### config.mk
export PLATFORM = sky130hd
export DESIGN_NAME = local_overvoltage_detector
export DESIGN_NICKNAME = d
export VERILOG_FILES = /design/src/ov_det_pkg.sv /design/src/ov_threshold_calc.sv /design/src/local_overvoltage_detector.sv
export SDC_FILE = /design/constraint.sdc
export NUM_CORES = 1
export LEC_CHECK = 0
export ABC_AREA = 1
export BUFFER_PORTS_ARGS = -buffer_cell sky130_fd_sc_hd__buf_2
export CAP_MARGIN = 10
export CELL_PAD_IN_SITES_DETAIL_PLACEMENT = 2
export CELL_PAD_IN_SITES_GLOBAL_PLACEMENT = 2
export CORE_MARGIN = 3
export CORE_UTILIZATION = 24
export DETAILED_ROUTE_END_ITERATION = 6
export PLACE_DENSITY = 0.82
export SYNTH_ARGS = -nofsm -noshare
export SYNTH_HDL_FRONTEND = slang
export SYNTH_HIERARCHICAL = 1
export SYNTH_SLANG_ARGS = --single-unit
export TNS_END_PERCENT = 1
### constraint.sdc
create_clock -name clk_i -period 2.1 [get_ports clk_i]
set_clock_uncertainty 0.2 [all_clocks]
set_input_delay 0.315 -clock clk_i [delete_from_list [all_inputs] [get_ports clk_i]]
set_output_delay 0.315 -clock clk_i [all_outputs]
set_load 0.02 [all_outputs]
### src/ov_det_pkg.sv
package ov_det_pkg;
  // register word indices; byte address is four times the index
  localparam logic [7:0] LIMIT_IDX = 8'h32;
  localparam logic [7:0] STAT_IDX = 8'h40;
  localparam logic [7:0] CLR_IDX = 8'h41;
  localparam logic [7:0] EN_IDX = 8'h42;
  localparam logic [7:0] STATE_IDX = 8'h43;
  localparam int IDX_LSB = 2;
  localparam int ADR_W = 10;
  // limit register layout
  localparam int CODE_MSB = 7;
  localparam int CODE_LSB = 3;
  localparam int CODE_W = 5;
  localparam int CNT_MSB = 1;
  localparam int CNT_LSB = 0;
  localparam logic [7:0] LIMIT_RST = 8'h00;
  // interrupt status layout
  localparam int STAT_W = 2;
  localparam int EV_FLAG = 0;
  localparam int EV_EXCEED = 1;
  localparam logic [STAT_W-1:0] STAT_RST = 2'h0;
  // threshold scaling: (base + code) / 2^ref_shift of the reference
  localparam logic [6:0] BASE_CODE = 7'h59;
  localparam int REF_SHIFT = 7;
  localparam int NUM_W = 7;
  // averaging period timing
  localparam int PERIOD_US = 80;
  localparam int CLK_MHZ = 50;
  localparam int PERIOD_CYC = PERIOD_US * CLK_MHZ;
  localparam int PCNT_W = 12;
  localparam int HIT_W = 3;
  localparam logic [HIT_W-1:0] HIT_MAX = 3'h4;
endpackage

### src/ov_threshold_calc.sv
`timescale 1ns/1ns
`default_nettype none
module ov_threshold_calc #(
  parameter int SAMPLE_W = 12
) (
  input wire logic [ov_det_pkg::CODE_W-1:0] code_i,
  output logic [SAMPLE_W-1:0] thresh_o
);
  logic [ov_det_pkg::NUM_W-1:0] num;

  // fits: largest sum is 120, inside seven bits
  always_comb begin
    num = ov_det_pkg::BASE_CODE + {2'h0, code_i};
  end

  // scaled to the reading, whose full scale equals the reference
  assign thresh_o = {num, {(SAMPLE_W-ov_det_pkg::REF_SHIFT){1'b0}}};
endmodule
`default_nettype wire

### src/local_overvoltage_detector.sv
// Design decision made here: the Wishbone slave port.
`timescale 1ns/1ns
`default_nettype none
// Behaviour
// - threshold code in limit bits 7..3
// - each code step adds about 0.78 percent of reference
// - threshold = (89 + code) / 128 of reference
// - code 20 gives 109, 10 gives 99
// - flag sets when period average exceeds threshold
// - 80 us period, one comparison each
// - sample count field selects one to four
// - every consecutive period must exceed threshold
module local_overvoltage_detector #(
  parameter int SAMPLE_W = 12
) (
  input wire logic clk_i,
  input wire logic rst_i,
  input wire logic cyc_i,
  input wire logic stb_i,
  input wire logic we_i,
  input wire logic [ov_det_pkg::ADR_W-1:0] adr_i,
  input wire logic [3:0] sel_i,
  input wire logic [31:0] dat_i,
  output logic [31:0] dat_o,
  output logic ack_o,
  input wire logic avg_valid_i,
  input wire logic [SAMPLE_W-1:0] avg_volts_i,
  output logic ov_flag_o,
  output logic irq_o
);
  localparam logic [ov_det_pkg::PCNT_W-1:0] PERIOD_LAST =
    ov_det_pkg::PCNT_W'(ov_det_pkg::PERIOD_CYC - 1);

  // bus slave state
  logic ack_r;
  logic ack_nxt;
  logic [31:0] rdat_r;
  logic [31:0] rdat_nxt;
  logic [7:0] limit_r;
  logic [7:0] limit_nxt;
  logic [ov_det_pkg::STAT_W-1:0] stat_r;
  logic [ov_det_pkg::STAT_W-1:0] stat_nxt;
  logic [ov_det_pkg::STAT_W-1:0] en_r;
  logic [ov_det_pkg::STAT_W-1:0] en_nxt;
  logic irq_r;
  logic irq_nxt;
  logic req;
  logic wr_en;
  logic [7:0] idx;
  logic [ov_det_pkg::STAT_W-1:0] clr_bits;

  // detector state
  logic [ov_det_pkg::PCNT_W-1:0] pcnt_r;
  logic [ov_det_pkg::PCNT_W-1:0] pcnt_nxt;
  logic [SAMPLE_W-1:0] volts_r;
  logic [SAMPLE_W-1:0] volts_nxt;
  logic [ov_det_pkg::HIT_W-1:0] hit_r;
  logic [ov_det_pkg::HIT_W-1:0] hit_nxt;
  logic flag_r;
  logic flag_nxt;
  logic period_end;
  logic exceed;
  logic [ov_det_pkg::HIT_W-1:0] need;
  logic [ov_det_pkg::HIT_W-1:0] hit_inc;
  logic [ov_det_pkg::CODE_W-1:0] thr_code;
  logic [SAMPLE_W-1:0] thresh;
  logic ev_flag;
  logic ev_exceed;

  assign req = cyc_i & stb_i;
  assign idx = adr_i[ov_det_pkg::ADR_W-1:ov_det_pkg::IDX_LSB];
  // writes land on the edge where ack is seen high
  assign wr_en = req & we_i & ack_r & sel_i[0];

  assign thr_code = limit_r[ov_det_pkg::CODE_MSB:ov_det_pkg::CODE_LSB];
  assign need = {1'b0, limit_r[ov_det_pkg::CNT_MSB:ov_det_pkg::CNT_LSB]} + 3'h1;

  ov_threshold_calc #(
    .SAMPLE_W(SAMPLE_W)
  ) u_thresh (
    .code_i(thr_code),
    .thresh_o(thresh)
  );

  // period timer and comparison
  assign period_end = (pcnt_r == PERIOD_LAST);
  assign exceed = (volts_r > thresh);
  // saturates so a long overvoltage never wraps back under the need
  assign hit_inc = (hit_r == ov_det_pkg::HIT_MAX) ? hit_r : hit_r + 3'h1;

  always_comb begin
    pcnt_nxt = period_end ? '0 : pcnt_r + 1'b1;
    volts_nxt = avg_valid_i ? avg_volts_i : volts_r;
    hit_nxt = hit_r;
    flag_nxt = flag_r;
    if (period_end) begin
      if (exceed) begin
        hit_nxt = hit_inc;
        flag_nxt = (hit_inc >= need);
      end else begin
        hit_nxt = '0;
        flag_nxt = 1'b0;
      end
    end
  end

  always_ff @(posedge clk_i) begin
    if (rst_i) begin
      pcnt_r <= '0;
      volts_r <= '0;
      hit_r <= '0;
      flag_r <= 1'b0;
    end else begin
      pcnt_r <= pcnt_nxt;
      volts_r <= volts_nxt;
      hit_r <= hit_nxt;
      flag_r <= flag_nxt;
    end
  end

  assign ev_flag = flag_nxt & ~flag_r;
  assign ev_exceed = period_end & exceed;

  // register file
  always_comb begin
    ack_nxt = req & ~ack_r;
    rdat_nxt = rdat_r;
    limit_nxt = limit_r;
    en_nxt = en_r;
    clr_bits = '0;
    if (req & ~ack_r) begin
      rdat_nxt = '0;
      unique case (idx)
        ov_det_pkg::LIMIT_IDX: rdat_nxt[7:0] = limit_r;
        ov_det_pkg::STAT_IDX: rdat_nxt[ov_det_pkg::STAT_W-1:0] = stat_r;
        ov_det_pkg::EN_IDX: rdat_nxt[ov_det_pkg::STAT_W-1:0] = en_r;
        ov_det_pkg::STATE_IDX: rdat_nxt[4:0] = {hit_r, exceed, flag_r};
        default: rdat_nxt = '0;
      endcase
    end
    if (wr_en) begin
      unique case (idx)
        // bit 2 is kept for readback only and steers nothing
        ov_det_pkg::LIMIT_IDX: limit_nxt = dat_i[7:0];
        ov_det_pkg::CLR_IDX: clr_bits = dat_i[ov_det_pkg::STAT_W-1:0];
        ov_det_pkg::EN_IDX: en_nxt = dat_i[ov_det_pkg::STAT_W-1:0];
        default: clr_bits = '0;
      endcase
    end
    // a new event beats a clear in the same cycle
    stat_nxt = (stat_r & ~clr_bits);
    stat_nxt[ov_det_pkg::EV_FLAG] = stat_nxt[ov_det_pkg::EV_FLAG] | ev_flag;
    stat_nxt[ov_det_pkg::EV_EXCEED] = stat_nxt[ov_det_pkg::EV_EXCEED] | ev_exceed;
    irq_nxt = |(stat_nxt & en_nxt);
  end

  always_ff @(posedge clk_i) begin
    if (rst_i) begin
      ack_r <= 1'b0;
      rdat_r <= '0;
      limit_r <= ov_det_pkg::LIMIT_RST;
      stat_r <= ov_det_pkg::STAT_RST;
      en_r <= ov_det_pkg::STAT_RST;
      irq_r <= 1'b0;
    end else begin
      ack_r <= ack_nxt;
      rdat_r <= rdat_nxt;
      limit_r <= limit_nxt;
      stat_r <= stat_nxt;
      en_r <= en_nxt;
      irq_r <= irq_nxt;
    end
  end

  assign ack_o = ack_r;
  assign dat_o = rdat_r;
  assign ov_flag_o = flag_r;
  assign irq_o = irq_r;

  // checks
  localparam int T_ZERO = 89;
  localparam int T_TEN = 99;
  localparam int T_TWENTY = 109;
  localparam int T_MAX = 120;
  localparam int SCALE = 1 << (SAMPLE_W - ov_det_pkg::REF_SHIFT);

  logic [ov_det_pkg::PCNT_W-1:0] gap_r;
  logic seen_end_r;

  // helper: cycles since the previous period end
  always_ff @(posedge clk_i) begin
    if (rst_i) begin
      gap_r <= '0;
      seen_end_r <= 1'b0;
    end else begin
      gap_r <= period_end ? '0 : gap_r + 1'b1;
      seen_end_r <= seen_end_r | period_end;
    end
  end
endmodule
`default_nettype wire

# After elaboration in Yosys (flattened, before gate mapping)
# Cells that the tools add are included.
[op_classes]
addsub = 4
n_eq_ne = 7
bitwise = 14
reduce_logical = 3
n_lt_le_gt_ge = 2
n_mux = 11
[op_table]
columns = ["op", "n"]
rows = [
  ["$eq 8x7->1 const B", 4],
  ["$add 12x1->12 const B", 1],
  ["$eq 12x12->1 const B", 1],
  ["$gt 12x12->1", 1],
  ["$mux 3", 3],
  ["$eq 8x6->1 const B", 1],
  ["$mux 2", 4],
  ["$pmux 2 s4", 1],
  ["$add 7x5->7 const A", 1],
  ["$and 1x1->1", 7],
  ["$pmux 3 s2", 1],
  ["$and 2x2->2", 2],
  ["$reduce_or 2->1", 2],
  ["$add 2x1->3 const B", 1],
  ["$add 3x1->3 const B", 1],
  ["$eq 3x3->1 const B", 1],
  ["$ge 3x3->1", 1],
  ["$mux 1", 2],
  ["$not 1->1", 2],
  ["$not 2->2", 1],
  ["$or 1x1->1", 2],
  ["$reduce_and 2->1", 1],
]
[word_totals]
input_bits = 64
register_bits = 50

# Longest topological paths before layout
# Gate-level depths: netlist of run 1.
[depth]
word_depth = 10
ltp_mapped = 17
mapped_depth_nobuf = 17

# Modules after synthesis
# Netlist of run 1, hierarchy kept.
[by_module_without_submodules]
columns = ["module", "cells_per_inst", "n_inst", "area_each_um2"]
rows = [
  ["local_overvoltage_detector", 376, 1, 2795.2],
  ["ov_threshold_calc", 23, 1, 128.9],
]

# Worst setup path before layout of run 1
# No wires, ideal clock.
[synth_path]
path_kind = "flip-flop to flip-flop"
start = "register limit_r[3]"
end = "register stat_r[0] (netlist name)"
n_path_buf = 0
setup_ns = 0.059
arrival_time_ns = 1.855
setup_slack_ns = -0.014
required_time_ns = 1.841
path_stages_with_launch = 17
cell_sequence = "dfxtp_1 -> ha_1 -> nand2_1 -> nand2_1 -> nand2_1 -> nand2_1 -> inv_1 -> ha_1 -> nand2_1 -> inv_1 -> nand2_1 -> nor2_1 -> nand2_1 -> nand3_1 -> nand4_1 -> o21bai_1 -> and2_1"
[synth_via]
elab_chain_cells = 6
[synth_lines]
columns = ["element", "line_no", "rtl"]
rows = [
  ["start: declaration", "local_overvoltage_detector.sv:39", "logic [7:0] limit_r;"],
  ["start signal: assignment", "local_overvoltage_detector.sv:161", "limit_r <= ov_det_pkg::LIMIT_RST;"],
  ["start signal: assignment", "local_overvoltage_detector.sv:168", "limit_r <= limit_nxt;"],
  ["$add 7x5->7", "ov_threshold_calc.sv:13", "num = ov_det_pkg::BASE_CODE + {2'h0, code_i};"],
  ["named net thresh[9]", "local_overvoltage_detector.sv:66", "logic [SAMPLE_W-1:0] thresh;"],
  ["$gt 12x12->1", "local_overvoltage_detector.sv:87", "assign exceed = (volts_r > thresh);"],
  ["$mux 1", "local_overvoltage_detector.sv:97", "if (exceed) begin"],
  ["$mux 1", "local_overvoltage_detector.sv:96", "if (period_end) begin"],
  ["$and 1x1->1", "local_overvoltage_detector.sv:121", "assign ev_flag = flag_nxt & ~flag_r;"],
  ["$or 1x1->1", "local_overvoltage_detector.sv:152", "stat_nxt[ov_det_pkg::EV_FLAG] = stat_nxt[ov_det_pkg::EV_FLAG] | ev_flag;"],
  ["end signal: assignment", "local_overvoltage_detector.sv:162", "stat_r <= ov_det_pkg::STAT_RST;"],
  ["end signal: assignment", "local_overvoltage_detector.sv:169", "stat_r <= stat_nxt;"],
  ["end: declaration", "local_overvoltage_detector.sv:41", "logic [ov_det_pkg::STAT_W-1:0] stat_r;"],
]
# The timed path passes the listed nets, and every way through them passes these cells.
# A chain may end at the register's enable or synchronous reset.

# Final worst setup path of run 1
[layout_path]
start = "register limit_r[3]"
end = "register hit_r[1] (netlist name)"
[layout_via]
elab_chain_cells = 3
[layout_lines]
columns = ["element", "line_no", "rtl"]
rows = [
  ["$add 7x5->7", "ov_threshold_calc.sv:13", ""],
  ["named net thresh[8]", "local_overvoltage_detector.sv:66", ""],
  ["$gt 12x12->1", "local_overvoltage_detector.sv:87", ""],
  ["$mux 3", "local_overvoltage_detector.sv:97", ""],
  ["end signal: assignment", "local_overvoltage_detector.sv:116", "hit_r <= hit_nxt;"],
  ["end: declaration", "local_overvoltage_detector.sv:57", "logic [ov_det_pkg::HIT_W-1:0] hit_r;"],
]
# The timed path passes the listed nets, and every way through them passes these cells.

==> flow_metrics.env, run 1 <==
export IMPL_start_kind="register"
export IMPL_syn_area_sq_um=2920
export IMPL_initial_core_util=0.251
export IMPL_leading_area_contributor_after_synthesis="dfxtp_1"
export IMPL_detail_route_first_pass_iterations=3
export IMPL_groute_usage_overall=0.135
export IMPL_fin_nets=537
export IMPL_detail_route_drc_violations=0
export IMPL_drt_antenna_violating_nets=0
export IMPL_post_route_min_period_ns=2.33
export IMPL_cell_internal_pwr_mw=1.65
export IMPL_grt_ovfl_total=0
export IMPL_number_of_clock_buffers_inserted_by_tritoncts=5
export IMPL_hold_buffers=0
export IMPL_net_switching_power_uw=560
export IMPL_number_of_failing_hold_endpoints_at_the_final_stage=0
export IMPL_crit_fanout=5
export IMPL_clk_pin_slew_worst_paths_ns=0.07
export IMPL_antenna_diode_count=0
export IMPL_run_status="complete, but fails checks"
export IMPL_power_frac_comb=0.113
export IMPL_final_min_period_over_clock_period=1.11
export IMPL_drt_first_iter_violations=49
export IMPL_vias_in_the_first_global_route=2999
export IMPL_hold_class="in2reg"
export IMPL_root_cell_of_the_clock_tree="clkbuf_16"
export IMPL_synthTopCellsByCount="nand2_1, inv_1, dfxtp_1, nor2_1, buf_4"
export IMPL_io_pin_count=99
export IMPL_leakage_nw=1.68
export IMPL_detailedPlacementHpwl_mm=6.54
export IMPL_yosysSeqAreaShare=0.342
export IMPL_grt_antenna_before_repair=0
export IMPL_final_hold_worst_slack_ns=0.0453
export IMPL_die_width_microns=116
export IMPL_tritoncts="built"
export IMPL_async_reset_ff_frac=0
export IMPL_die_height_microns=116
export IMPL_report_final_slew_viol_count=0
export IMPL_place_congestion=0.765
export IMPL_most_common_flop_cell_mapped_by_yosys="dfxtp_1"
export IMPL_sequentialPowerShare=0.451
export IMPL_routed_wl_mm=8.81
export IMPL_power_density_nw_per_um2=630
export IMPL_area_growth_pct=19.9
export IMPL_max_freq_ghz=0.429
export IMPL_vias_per_cell=4.51
export IMPL_synth_cells=399
export IMPL_synth_seq_cells=50
export IMPL_end_kind="register"
export IMPL_max_clock_path_buffers=2
export IMPL_setup_tns_ns=-1.51
export IMPL_clk_insertion_delay_late_ns=0.29
export IMPL_synth_warnings=6
export IMPL_unrepaired_setup_endpoints_after_global_routing="yes"
export IMPL_post_synth_top_area_fraction=0.342
export IMPL_syn_avg_cell_area_sq_um=7.33
export IMPL_grt_max_degree=21
export IMPL_post_layout_nonfiller_instances=596
export IMPL_row_count=39
export IMPL_cap_viol_max_count=0
export IMPL_die_area_sq_um=13500
export IMPL_cts_max_level=2
export IMPL_clockPowerShare=0.436
export IMPL_timing_setup_critical_path_class="reg2reg"
export IMPL_ir_worst_vdd_uv=339
export IMPL_power_switching_fraction=0.254
export IMPL_yosysUniqueCellTypes=39
export IMPL_placedCellCount=587
export IMPL_port_buffers=45
export IMPL_critPathRequiredTime_ns=2.12
export IMPL_yosysMostFrequentCell="nand2_1"
export IMPL_setup_violations_final=8
export IMPL_fp_coreArea_sq_um=11700
export IMPL_layout_drive_gt1_share=0.223
export IMPL_synth_area_leaders="dfxtp_1, ha_1, nand2_1"
export IMPL_final_setup_slack_of_the_worst_path_ns=-0.232
export IMPL_detailroute_via_count=2686
export IMPL_grt_first_pass_wirelength_mm=14.6
export IMPL_drt_wirelength_per_cell_microns=14.8
export IMPL_cts_sinks=50
export IMPL_synth_enable_flop_cells=0
export IMPL_critPathArrivalTime_ns=2.35
export IMPL_violations_in_the_final_reports="negative setup slack"
placed cells by master, fill, tap and decap left out, types with 2 or more instances in the layout:
master     netlist  routed
a211oi_1         2       2
a21oi_1         20      20
buf_2            0      45
buf_4           30      13
clkbuf_16        0       5
conb_1           3      30
dfxtp_1         50      47
dfxtp_2          0       3
ha_1            20      17
ha_4             0       3
inv_1           53      52
inv_2            3       4
nand2_1         61      58
nand2_2          5       6
nand2_4          0       2
nand3_1         24      20
nand3_2          0       4
nand4_1          8       8
nor2_1          50      49
nor2_2           1       2
nor2_4           3       3
nor3_1           7       7
nor3_4           1       2
nor3b_1          2       2
o211ai_1         2       2
o21a_1           2       2
o21ai_0         26      25
xor2_1           3       3
kinds of logic (layout without fill, tap and decap cells):
family	Yosys count	after routing	synth area share
flops	50	50	0.342
fa+ha+maj	20	20	0.0856
compound gates	59	59	0.114
buf+inv	95	122	0.172
xor+xnor	4	4	0.0120
other cells	3	30	0.00385
simple gates	168	168	0.270
sequential cells by signal, summed over array words and instances (netlist names):
| name | count |
|---|---|
| ack_o | 1 |
| dat_o | 8 |
| en_r | 2 |
| hit_r | 3 |
| irq_o | 1 |
| limit_r | 8 |
| ov_flag_o | 1 |
| pcnt_r | 12 |
| stat_r | 2 |
| volts_r | 12 |
metrics by stage:
stage / power (mW) / cell area [sq um] / setup slack, ns / utilization
global placement: 1.24 / 3230 / -0.216 / 0.277
finish: 2.21 / 3500 / -0.232 / 0.301
detailed placement: 1.25 / 3230 / -0.390 / 0.277
CTS: 2.22 / 3470 / -0.290 / 0.298
floorplan: 1.21 / 3030 / 0.00838 / -
global route: 2.31 / 3500 / -0.405 / 0.301
final cells by class:
type | instances | area (sq um)
clock buffer | 6 | 139
inverter | 56 | 210
multi-input combinational | 281 | 1610
clock inverter | 1 | 30.0
timing repair buffer | 59 | 334
tap | 143 | 179
fill | 1365 | 8160
sequential | 50 | 1000
worst paths after layout:
| check | slack [ns] | end | startpoint | cells past startpoint |
|---|---|---|---|---|
| setup / recovery | -0.23 | hit_r[1]$_SDFFE_PP0N_ | limit_r[3]$_SDFFE_PP0P_ | 17 |
| hold / removal | 0.05 | volts_r[2]$_SDFFE_PP0P_ | avg_volts_i[2] | 3 |
| setup reg to reg | -0.23 | hit_r[1]$_SDFFE_PP0N_ | limit_r[3]$_SDFFE_PP0P_ | 17 |
| hold reg to reg | 0.25 | pcnt_r[0]$_SDFF_PP0_ | pcnt_r[0]$_SDFF_PP0_ | 1 |
layer usage:
metal | vias up | wire [microns] | part of all wire | global-route usage
met4 | 0 | 97 | 0.011 | 0.0255
met2 | 38 | 4840 | 0.55 | 0.263
met3 | 8 | 234 | 0.027 | 0.0238
li1 | 1324 | - | - | -
met5 | - | 0 | 0 | 0
met1 | 1316 | 3640 | 0.41 | 0.153
critical path, cell delays in order, from the launching register on:
cell and delay (ns):
dfxtp_2 0.34, buf_4 0.15, nand3_1 0.12, nand2_1 0.08
nand2_1 0.07, inv_1 0.06, ha_1 0.27, nand2_1 0.04
inv_1 0.05, nand2_1 0.08, nor2_2 0.14, nand2_1 0.09
nand3_2 0.09, buf_4 0.12, nand3_2 0.10, inv_2 0.11
nand3_1 0.07, o21ai_0 0.08
power groups by stage:
stage	sequential [mW]	combinational, mW	clock (mW)
after floorplan	1.02	0.192	0
after global placement	1.01	0.224	0
after detailed placement	1.02	0.237	0
after CTS	0.995	0.247	0.980
after global routing	0.998	0.283	1.03
final	0.995	0.250	0.961
repair_timing:
action / 4_1_cts / 5_1_grt
endpoints found under the setup margin: 8 / 17
buffers inserted: 1 / 1
endpoints found under the hold margin: 0 / 0
pin swaps: 9 / 7
gates resized for setup: 15 / 6
(Power assumes the default switching activity.)
==> run 2: changes to the inputs <==
- CTS_CLUSTER_SIZE: unset -> 8
- PLACE_DENSITY: 0.82 -> 0.83
- SYNTH_HIERARCHICAL: 1 -> unset
==> flow_metrics.env, run 2 <==
export IMPL_drt_wirelength_per_cell_microns=14.3
export IMPL_area_growth_pct=22.6
export IMPL_yosysMostFrequentCell="nand2_1"
export IMPL_violations_in_the_final_reports="negative setup slack"
export IMPL_most_common_flop_cell_mapped_by_yosys="dfxtp_1"
export IMPL_cp_cell_sequence="inv_1 > ha_1 > nand2_2 > nand2_1 > o21ai_1 > ha_1 > nand3b_1 > nand3_1 > nand4_1 > o21bai_1 > and2_1"
export IMPL_layout_drive_gt1_share=0.234
export IMPL_hold_buffers=0
export IMPL_timing_setup_critical_path_class="reg2reg"
export IMPL_hold_depth=3
export IMPL_number_of_clock_buffers_inserted_by_tritoncts=5
export IMPL_final_setup_slack_of_the_worst_path_ns=-0.145
export IMPL_detail_route_first_pass_iterations=4
export IMPL_crit_path_top_delay_cell="dfxtp_2"
export IMPL_row_count=38
export IMPL_worstHoldEndpoint="volts_r[10]$_SDFFE_PP0P_"
export IMPL_grt_antenna_before_repair=0
export IMPL_most_frequent_standard_cell_in_the_layout_excluding_fill_and_tap_cells="nand2_1"
export IMPL_root_cell_of_the_clock_tree="clkbuf_16"
export IMPL_grt_ovfl_total=0
export IMPL_report_final_slew_viol_count=0
export IMPL_syn_avg_cell_area_sq_um=7.31
export IMPL_cts_post_setup_buffers_inserted=0
export IMPL_end_kind="register"
export IMPL_critical_path_max_stage_delay_ns=0.34
export IMPL_tritoncts="built"
export IMPL_power_density_nw_per_um2=645
export IMPL_regArea_sq_um=1010
export IMPL_vias_in_the_first_global_route=2903
export IMPL_yosysUniqueCellTypes=35
export IMPL_die_height_microns=112
export IMPL_critPathRequiredTime_ns=2.13
export IMPL_ir_worst_vdd_uv=363
export IMPL_timing_slew_headroom=0.664
export IMPL_start_kind="register"
export IMPL_fin_nets=504
export IMPL_synth_area_leaders="dfxtp_1, nand2_1, buf_4"
export IMPL_io_pin_count=99
export IMPL_detail_route_drc_violations=0
export IMPL_vias_per_cell=4.50
export IMPL_r2r_end="stat_r[0]$_SDFF_PP0_"
export IMPL_layout_cells_most_common_list="nand2_1, dfxtp_1, buf_2, inv_1, nor2_1"
export IMPL_detailroute_via_count=2549
export IMPL_critical_path_top_cell_by_count="ha_1"
export IMPL_critPathArrivalTime_ns=2.28
export IMPL_reg2reg_from="hit_r[1]$_SDFFE_PP0N_"
export IMPL_holdCritStartpoint="avg_volts_i[10]"
export IMPL_leading_area_contributor_after_synthesis="dfxtp_1"
export IMPL_unrepaired_setup_endpoints_after_global_routing="yes"
export IMPL_place_congestion=0.738
export IMPL_initial_core_util=0.248
export IMPL_finalCoreUtilization=0.304
export IMPL_pre_cts_ws_ns=-0.329
export IMPL_fp_coreArea_sq_um=10900
export IMPL_grt_first_pass_wirelength_mm=13.7
export IMPL_yosysSeqAreaShare=0.369
export IMPL_startpoint="hit_r[1]$_SDFFE_PP0N_"
export IMPL_run_status="complete, but fails checks"
export IMPL_drt_first_iter_violations=69
export IMPL_synth_seq_cells=50
export IMPL_fill_cells=1294
export IMPL_worstRegToRegCells=11
export IMPL_max_freq_ghz=0.445
export IMPL_port_buffers=45
export IMPL_clk_pin_slew_worst_paths_ns=0.07
export IMPL_hold_class="in2reg"
export IMPL_r2r_slack_ns=-0.15
export IMPL_routed_wl_mm=8.13
export IMPL_cts_sinks=50
export IMPL_die_width_microns=112
export IMPL_final_min_period_over_clock_period=1.07
export IMPL_synthTopCellsByCount="nand2_1, dfxtp_1, inv_1"
export IMPL_placedCellCount=559
export IMPL_die_area_sq_um=12600
export IMPL_post_route_min_period_ns=2.25
export IMPL_groute_usage_overall=0.131
export IMPL_cap_viol_max_count=0
export IMPL_crit_fanout=4
export IMPL_tightest_pin_transition_ns=0.504
export IMPL_number_of_failing_hold_endpoints_at_the_final_stage=0
export IMPL_max_clock_path_buffers=2
export IMPL_setup_violations_final=7
export IMPL_async_reset_ff_frac=0
export IMPL_drt_antenna_violating_nets=0
export IMPL_post_synth_top_area_fraction=0.369
export IMPL_setup_tns_ns=-0.489
export IMPL_post_layout_nonfiller_instances=567
export IMPL_clk_insertion_delay_late_ns=0.29
export IMPL_synth_cells=371
export IMPL_detailedPlacementHpwl_mm=6.13
export IMPL_multiInputGateArea_sq_um=1480
export IMPL_syn_area_sq_um=2710
export IMPL_area_after_detailed_placement_sq_um=3060
export IMPL_synth_warnings=0
export IMPL_biggestRegsByFlops="pcnt_r (12), volts_r (12)"
export IMPL_cts_max_level=2
export IMPL_antenna_diode_count=0
export IMPL_synth_enable_flop_cells=0
export IMPL_grt_max_degree=19
export IMPL_leakage_nw=1.50
export IMPL_fin_area_sq_um=3330
run 2: area by class of cell:
cell class / instances / share of cell area
Clock buffer: 5 / 0.0376
Clock inverter: 3 / 0.0135
Inverter: 46 / 0.0519
Multi-Input combinational cell: 265 / 0.443
Sequential cell: 50 / 0.304
Tap cell: 140 / 0.0526
Timing Repair Buffer: 58 / 0.0970
run 2: through the flow:
| step | power [mW] | hold WS [ns] |
|---|---|---|
| 2_1_floorplan | 1.18 | 0.199 |
| 3_3_place_gp | 1.21 | 0.241 |
| 3_5_place_dp | 1.23 | 0.257 |
| 4_1_cts | 2.16 | 0.0473 |
| 5_1_grt | 2.24 | 0.0707 |
| 6_report | 2.15 | 0.0443 |
run 2: kinds of logic after synthesis:
| logic type | share of synthesized area |
|---|---|
| buf+inv | 0.151 |
| xor+xnor | 0.0290 |
| simple gates | 0.260 |
| flops | 0.369 |
| other cells | 0.00138 |
| compound gates | 0.124 |
| fa+ha+maj | 0.0645 |
run 2: routing by layer:
layer  vias up  share of wire  GRT usage  wire length, microns
li1       1254              -          -                     -
met4         0          0.010     0.0264                    82
met5         -              0          0                     0
met2        47           0.54      0.248                  4420
met3         8          0.028     0.0232                   225
met1      1240           0.42      0.155                  3410
run 2: worst max path at each step:
stage                                 endpoint  slack [ns]  cells after the start
after floorplan               irq_o$_SDFF_PP0_        0.10                     14
after global placement        irq_o$_SDFF_PP0_       -0.15                     14
after detailed placement      irq_o$_SDFF_PP0_       -0.33                     14
after CTS                 stat_r[0]$_SDFF_PP0_       -0.16                     11
after global routing          irq_o$_SDFF_PP0_       -0.27                     14
final                     stat_r[0]$_SDFF_PP0_       -0.15                     11
run 2: worst max-delay path: cells and delay by family (launching register included):
kind | cells | cell delay [ns]
simple gates | 6 | 0.71
fa+ha+maj | 2 | 0.51
flops | 1 | 0.34
compound gates | 2 | 0.31
buf+inv | 1 | 0.10
run 2: power breakdown:
group	switching (mW)	total [mW]	leakage [nW]	internal, mW
logic	0.153	0.222	1.01	0.0695
clock network	0.371	0.934	0.0760	0.562
registers	0.0163	0.990	0.411	0.974
run 2: what timing repair did:
| action | CTS | global route |
|---|---|---|
| pin swaps | 9 | 10 |
| gates resized for setup | 19 | 13 |
| setup endpoints to repair | 8 | 18 |
| gates cloned | 0 | 0 |
==> run 3: changes to the inputs <==
- HOLD_SLACK_MARGIN: unset -> 0.02
- REMOVE_ABC_BUFFERS: unset -> 1
==> flow_metrics.env, run 3 (synthesis gave the netlist of run 2 again) <==
export IMPL_run_status="complete, but fails checks"
export IMPL_violations_in_the_final_reports="negative setup slack"
export IMPL_root_cell_of_the_clock_tree="clkbuf_16"
export IMPL_start_kind="register"
export IMPL_grt_antenna_before_repair=0
export IMPL_drt_first_iter_violations=81
export IMPL_fill_cells=1333
export IMPL_row_count=38
export IMPL_routed_wl_mm=8.50
export IMPL_area_after_detailed_placement_sq_um=3050
export IMPL_grt_ovfl_total=0
export IMPL_max_freq_ghz=0.439
export IMPL_report_final_slew_viol_count=0
export IMPL_r2r_slack_ns=-0.18
export IMPL_fp_coreArea_sq_um=10900
export IMPL_port_buffers=45
export IMPL_critPathArrivalTime_ns=2.26
export IMPL_number_of_clock_buffers_inserted_by_tritoncts=5
export IMPL_detailroute_via_count=2581
export IMPL_unrepaired_setup_endpoints_after_global_routing="yes"
export IMPL_vias_in_the_first_global_route=2877
export IMPL_critPathRequiredTime_ns=2.08
export IMPL_io_pin_count=99
export IMPL_detail_route_first_pass_iterations=4
export IMPL_worstRegToRegCells=11
export IMPL_end_kind="register"
export IMPL_vias_per_cell=4.54
export IMPL_timing_setup_critical_path_class="reg2reg"
export IMPL_grt_max_degree=30
export IMPL_most_frequent_standard_cell_in_the_layout_excluding_fill_and_tap_cells="nand2_1"
export IMPL_groute_usage_overall=0.136
export IMPL_antenna_diode_count=0
export IMPL_area_growth_pct=23.3
export IMPL_crit_fanout=3
export IMPL_final_setup_slack_of_the_worst_path_ns=-0.176
export IMPL_detailedPlacementHpwl_mm=6.09
export IMPL_place_congestion=0.808
export IMPL_initial_core_util=0.248
export IMPL_hold_buffers=0
export IMPL_tritoncts="built"
export IMPL_fin_nets=505
export IMPL_r2r_end="stat_r[0]$_SDFF_PP0_"
export IMPL_max_clock_path_buffers=2
export IMPL_number_of_failing_hold_endpoints_at_the_final_stage=0
export IMPL_layout_cells_most_common_list="nand2_1, dfxtp_1, buf_2, inv_1, nor2_1"
export IMPL_die_height_microns=112
export IMPL_cts_sinks=50
export IMPL_leakage_nw=1.52
export IMPL_grt_first_pass_wirelength_mm=14.1
export IMPL_placedCellCount=558
export IMPL_cap_viol_max_count=0
export IMPL_report_power_total_mw=2.11
export IMPL_setup_violations_final=8
export IMPL_fin_area_sq_um=3350
export IMPL_die_area_sq_um=12600
export IMPL_cts_max_level=2
export IMPL_worstHoldEndpoint="volts_r[10]$_SDFFE_PP0P_"
export IMPL_reg2reg_from="limit_r[4]$_SDFFE_PP0P_"
export IMPL_post_route_min_period_ns=2.28
export IMPL_finalCoreUtilization=0.306
export IMPL_ir_worst_vdd_uv=294
export IMPL_clk_pin_slew_worst_paths_ns=0.07
export IMPL_detail_route_drc_violations=0
export IMPL_post_layout_nonfiller_instances=568
export IMPL_hold_depth=3
export IMPL_holdCritStartpoint="avg_volts_i[10]"
export IMPL_power_density_nw_per_um2=630
export IMPL_biggestRegsByFlops="pcnt_r (12), volts_r (12)"
export IMPL_die_width_microns=112
export IMPL_layout_drive_gt1_share=0.241
export IMPL_hold_class="in2reg"
export IMPL_drt_antenna_violating_nets=0
export IMPL_drt_wirelength_per_cell_microns=15.0
export IMPL_clk_insertion_delay_late_ns=0.29
export IMPL_final_min_period_over_clock_period=1.08
-- run 3: cell types whose count changed in the layout (fill, tap and decap cells not counted), moves of 2 or more --
cell,delta
clkbuf_8,+3
clkinvlp_4,-2
ha_1,-2
nand2_1,+2
-- run 3: power breakdown --
group | switching (mW) | total (mW) | internal, mW | leakage (nW)
Combinational | 0.150 | 0.218 | 0.0683 | 1.02
Sequential | 0.0165 | 0.990 | 0.974 | 0.410
Clock | 0.360 | 0.900 | 0.540 | 0.0832
-- run 3: cell type report --
type | instances | area, sq um | share of cell area
Timing Repair Buffer | 59 | 330 | 0.0987
Clock buffer | 8 | 166 | 0.0497
Inverter | 46 | 173 | 0.0516
Tap cell | 140 | 175 | 0.0524
Sequential cell | 50 | 1010 | 0.302
Multi-Input combinational cell | 265 | 1490 | 0.445
-- run 3: metrics by stage --
stage | setup TNS [ns] | worst slack [ns] | hold slack, ns
6_report | -0.847 | -0.176 | 0.0516
5_1_grt | -2.67 | -0.267 | 0.0549
4_1_cts | -0.604 | -0.181 | 0.0502
3_5_place_dp | -1.57 | -0.320 | 0.255
3_3_place_gp | -0.544 | -0.151 | 0.241
2_1_floorplan | 0 | 0.105 | 0.184
-- run 3: worst max path at each step --
| stage | startpoint | to | depth (start not counted) |
|---|---|---|---|
| after floorplan | limit_r[3]$_SDFFE_PP0P_ | irq_o$_SDFF_PP0_ | 14 |
| after global placement | limit_r[3]$_SDFFE_PP0P_ | irq_o$_SDFF_PP0_ | 14 |
| after detailed placement | limit_r[4]$_SDFFE_PP0P_ | stat_r[0]$_SDFF_PP0_ | 11 |
| after CTS | limit_r[4]$_SDFFE_PP0P_ | stat_r[0]$_SDFF_PP0_ | 11 |
| after global routing | limit_r[6]$_SDFFE_PP0P_ | stat_r[0]$_SDFF_PP0_ | 10 |
| final | limit_r[4]$_SDFFE_PP0P_ | stat_r[0]$_SDFF_PP0_ | 11 |
-- run 3: repair_timing --
action                                  CTS  global route
endpoints found under the hold margin     0             0
setup buffers                             2             0
endpoints found under the setup margin    8            18
gates resized for setup                  20            14
pin swaps                                11             5
-- run 3: per-layer routing --
layer  part of all wire  up-vias  global-route usage
met5                  0        -                   0
met4              0.013        0              0.0216
met3              0.034        7              0.0232
met2               0.56       54               0.267
met1               0.40     1263               0.154
li1                   -     1257                   -
-- run 3: worst max-delay path: stages (launching register included) --
cell      delay, ns
dfxtp_4        0.36
ha_4           0.18
a21oi_4        0.17
xor2_1         0.19
ha_1           0.28
nand2_1        0.09
nand2_2        0.06
a21oi_2        0.15
nand2_2        0.10
nand4_1        0.14
o21bai_2       0.10
and2_1         0.15
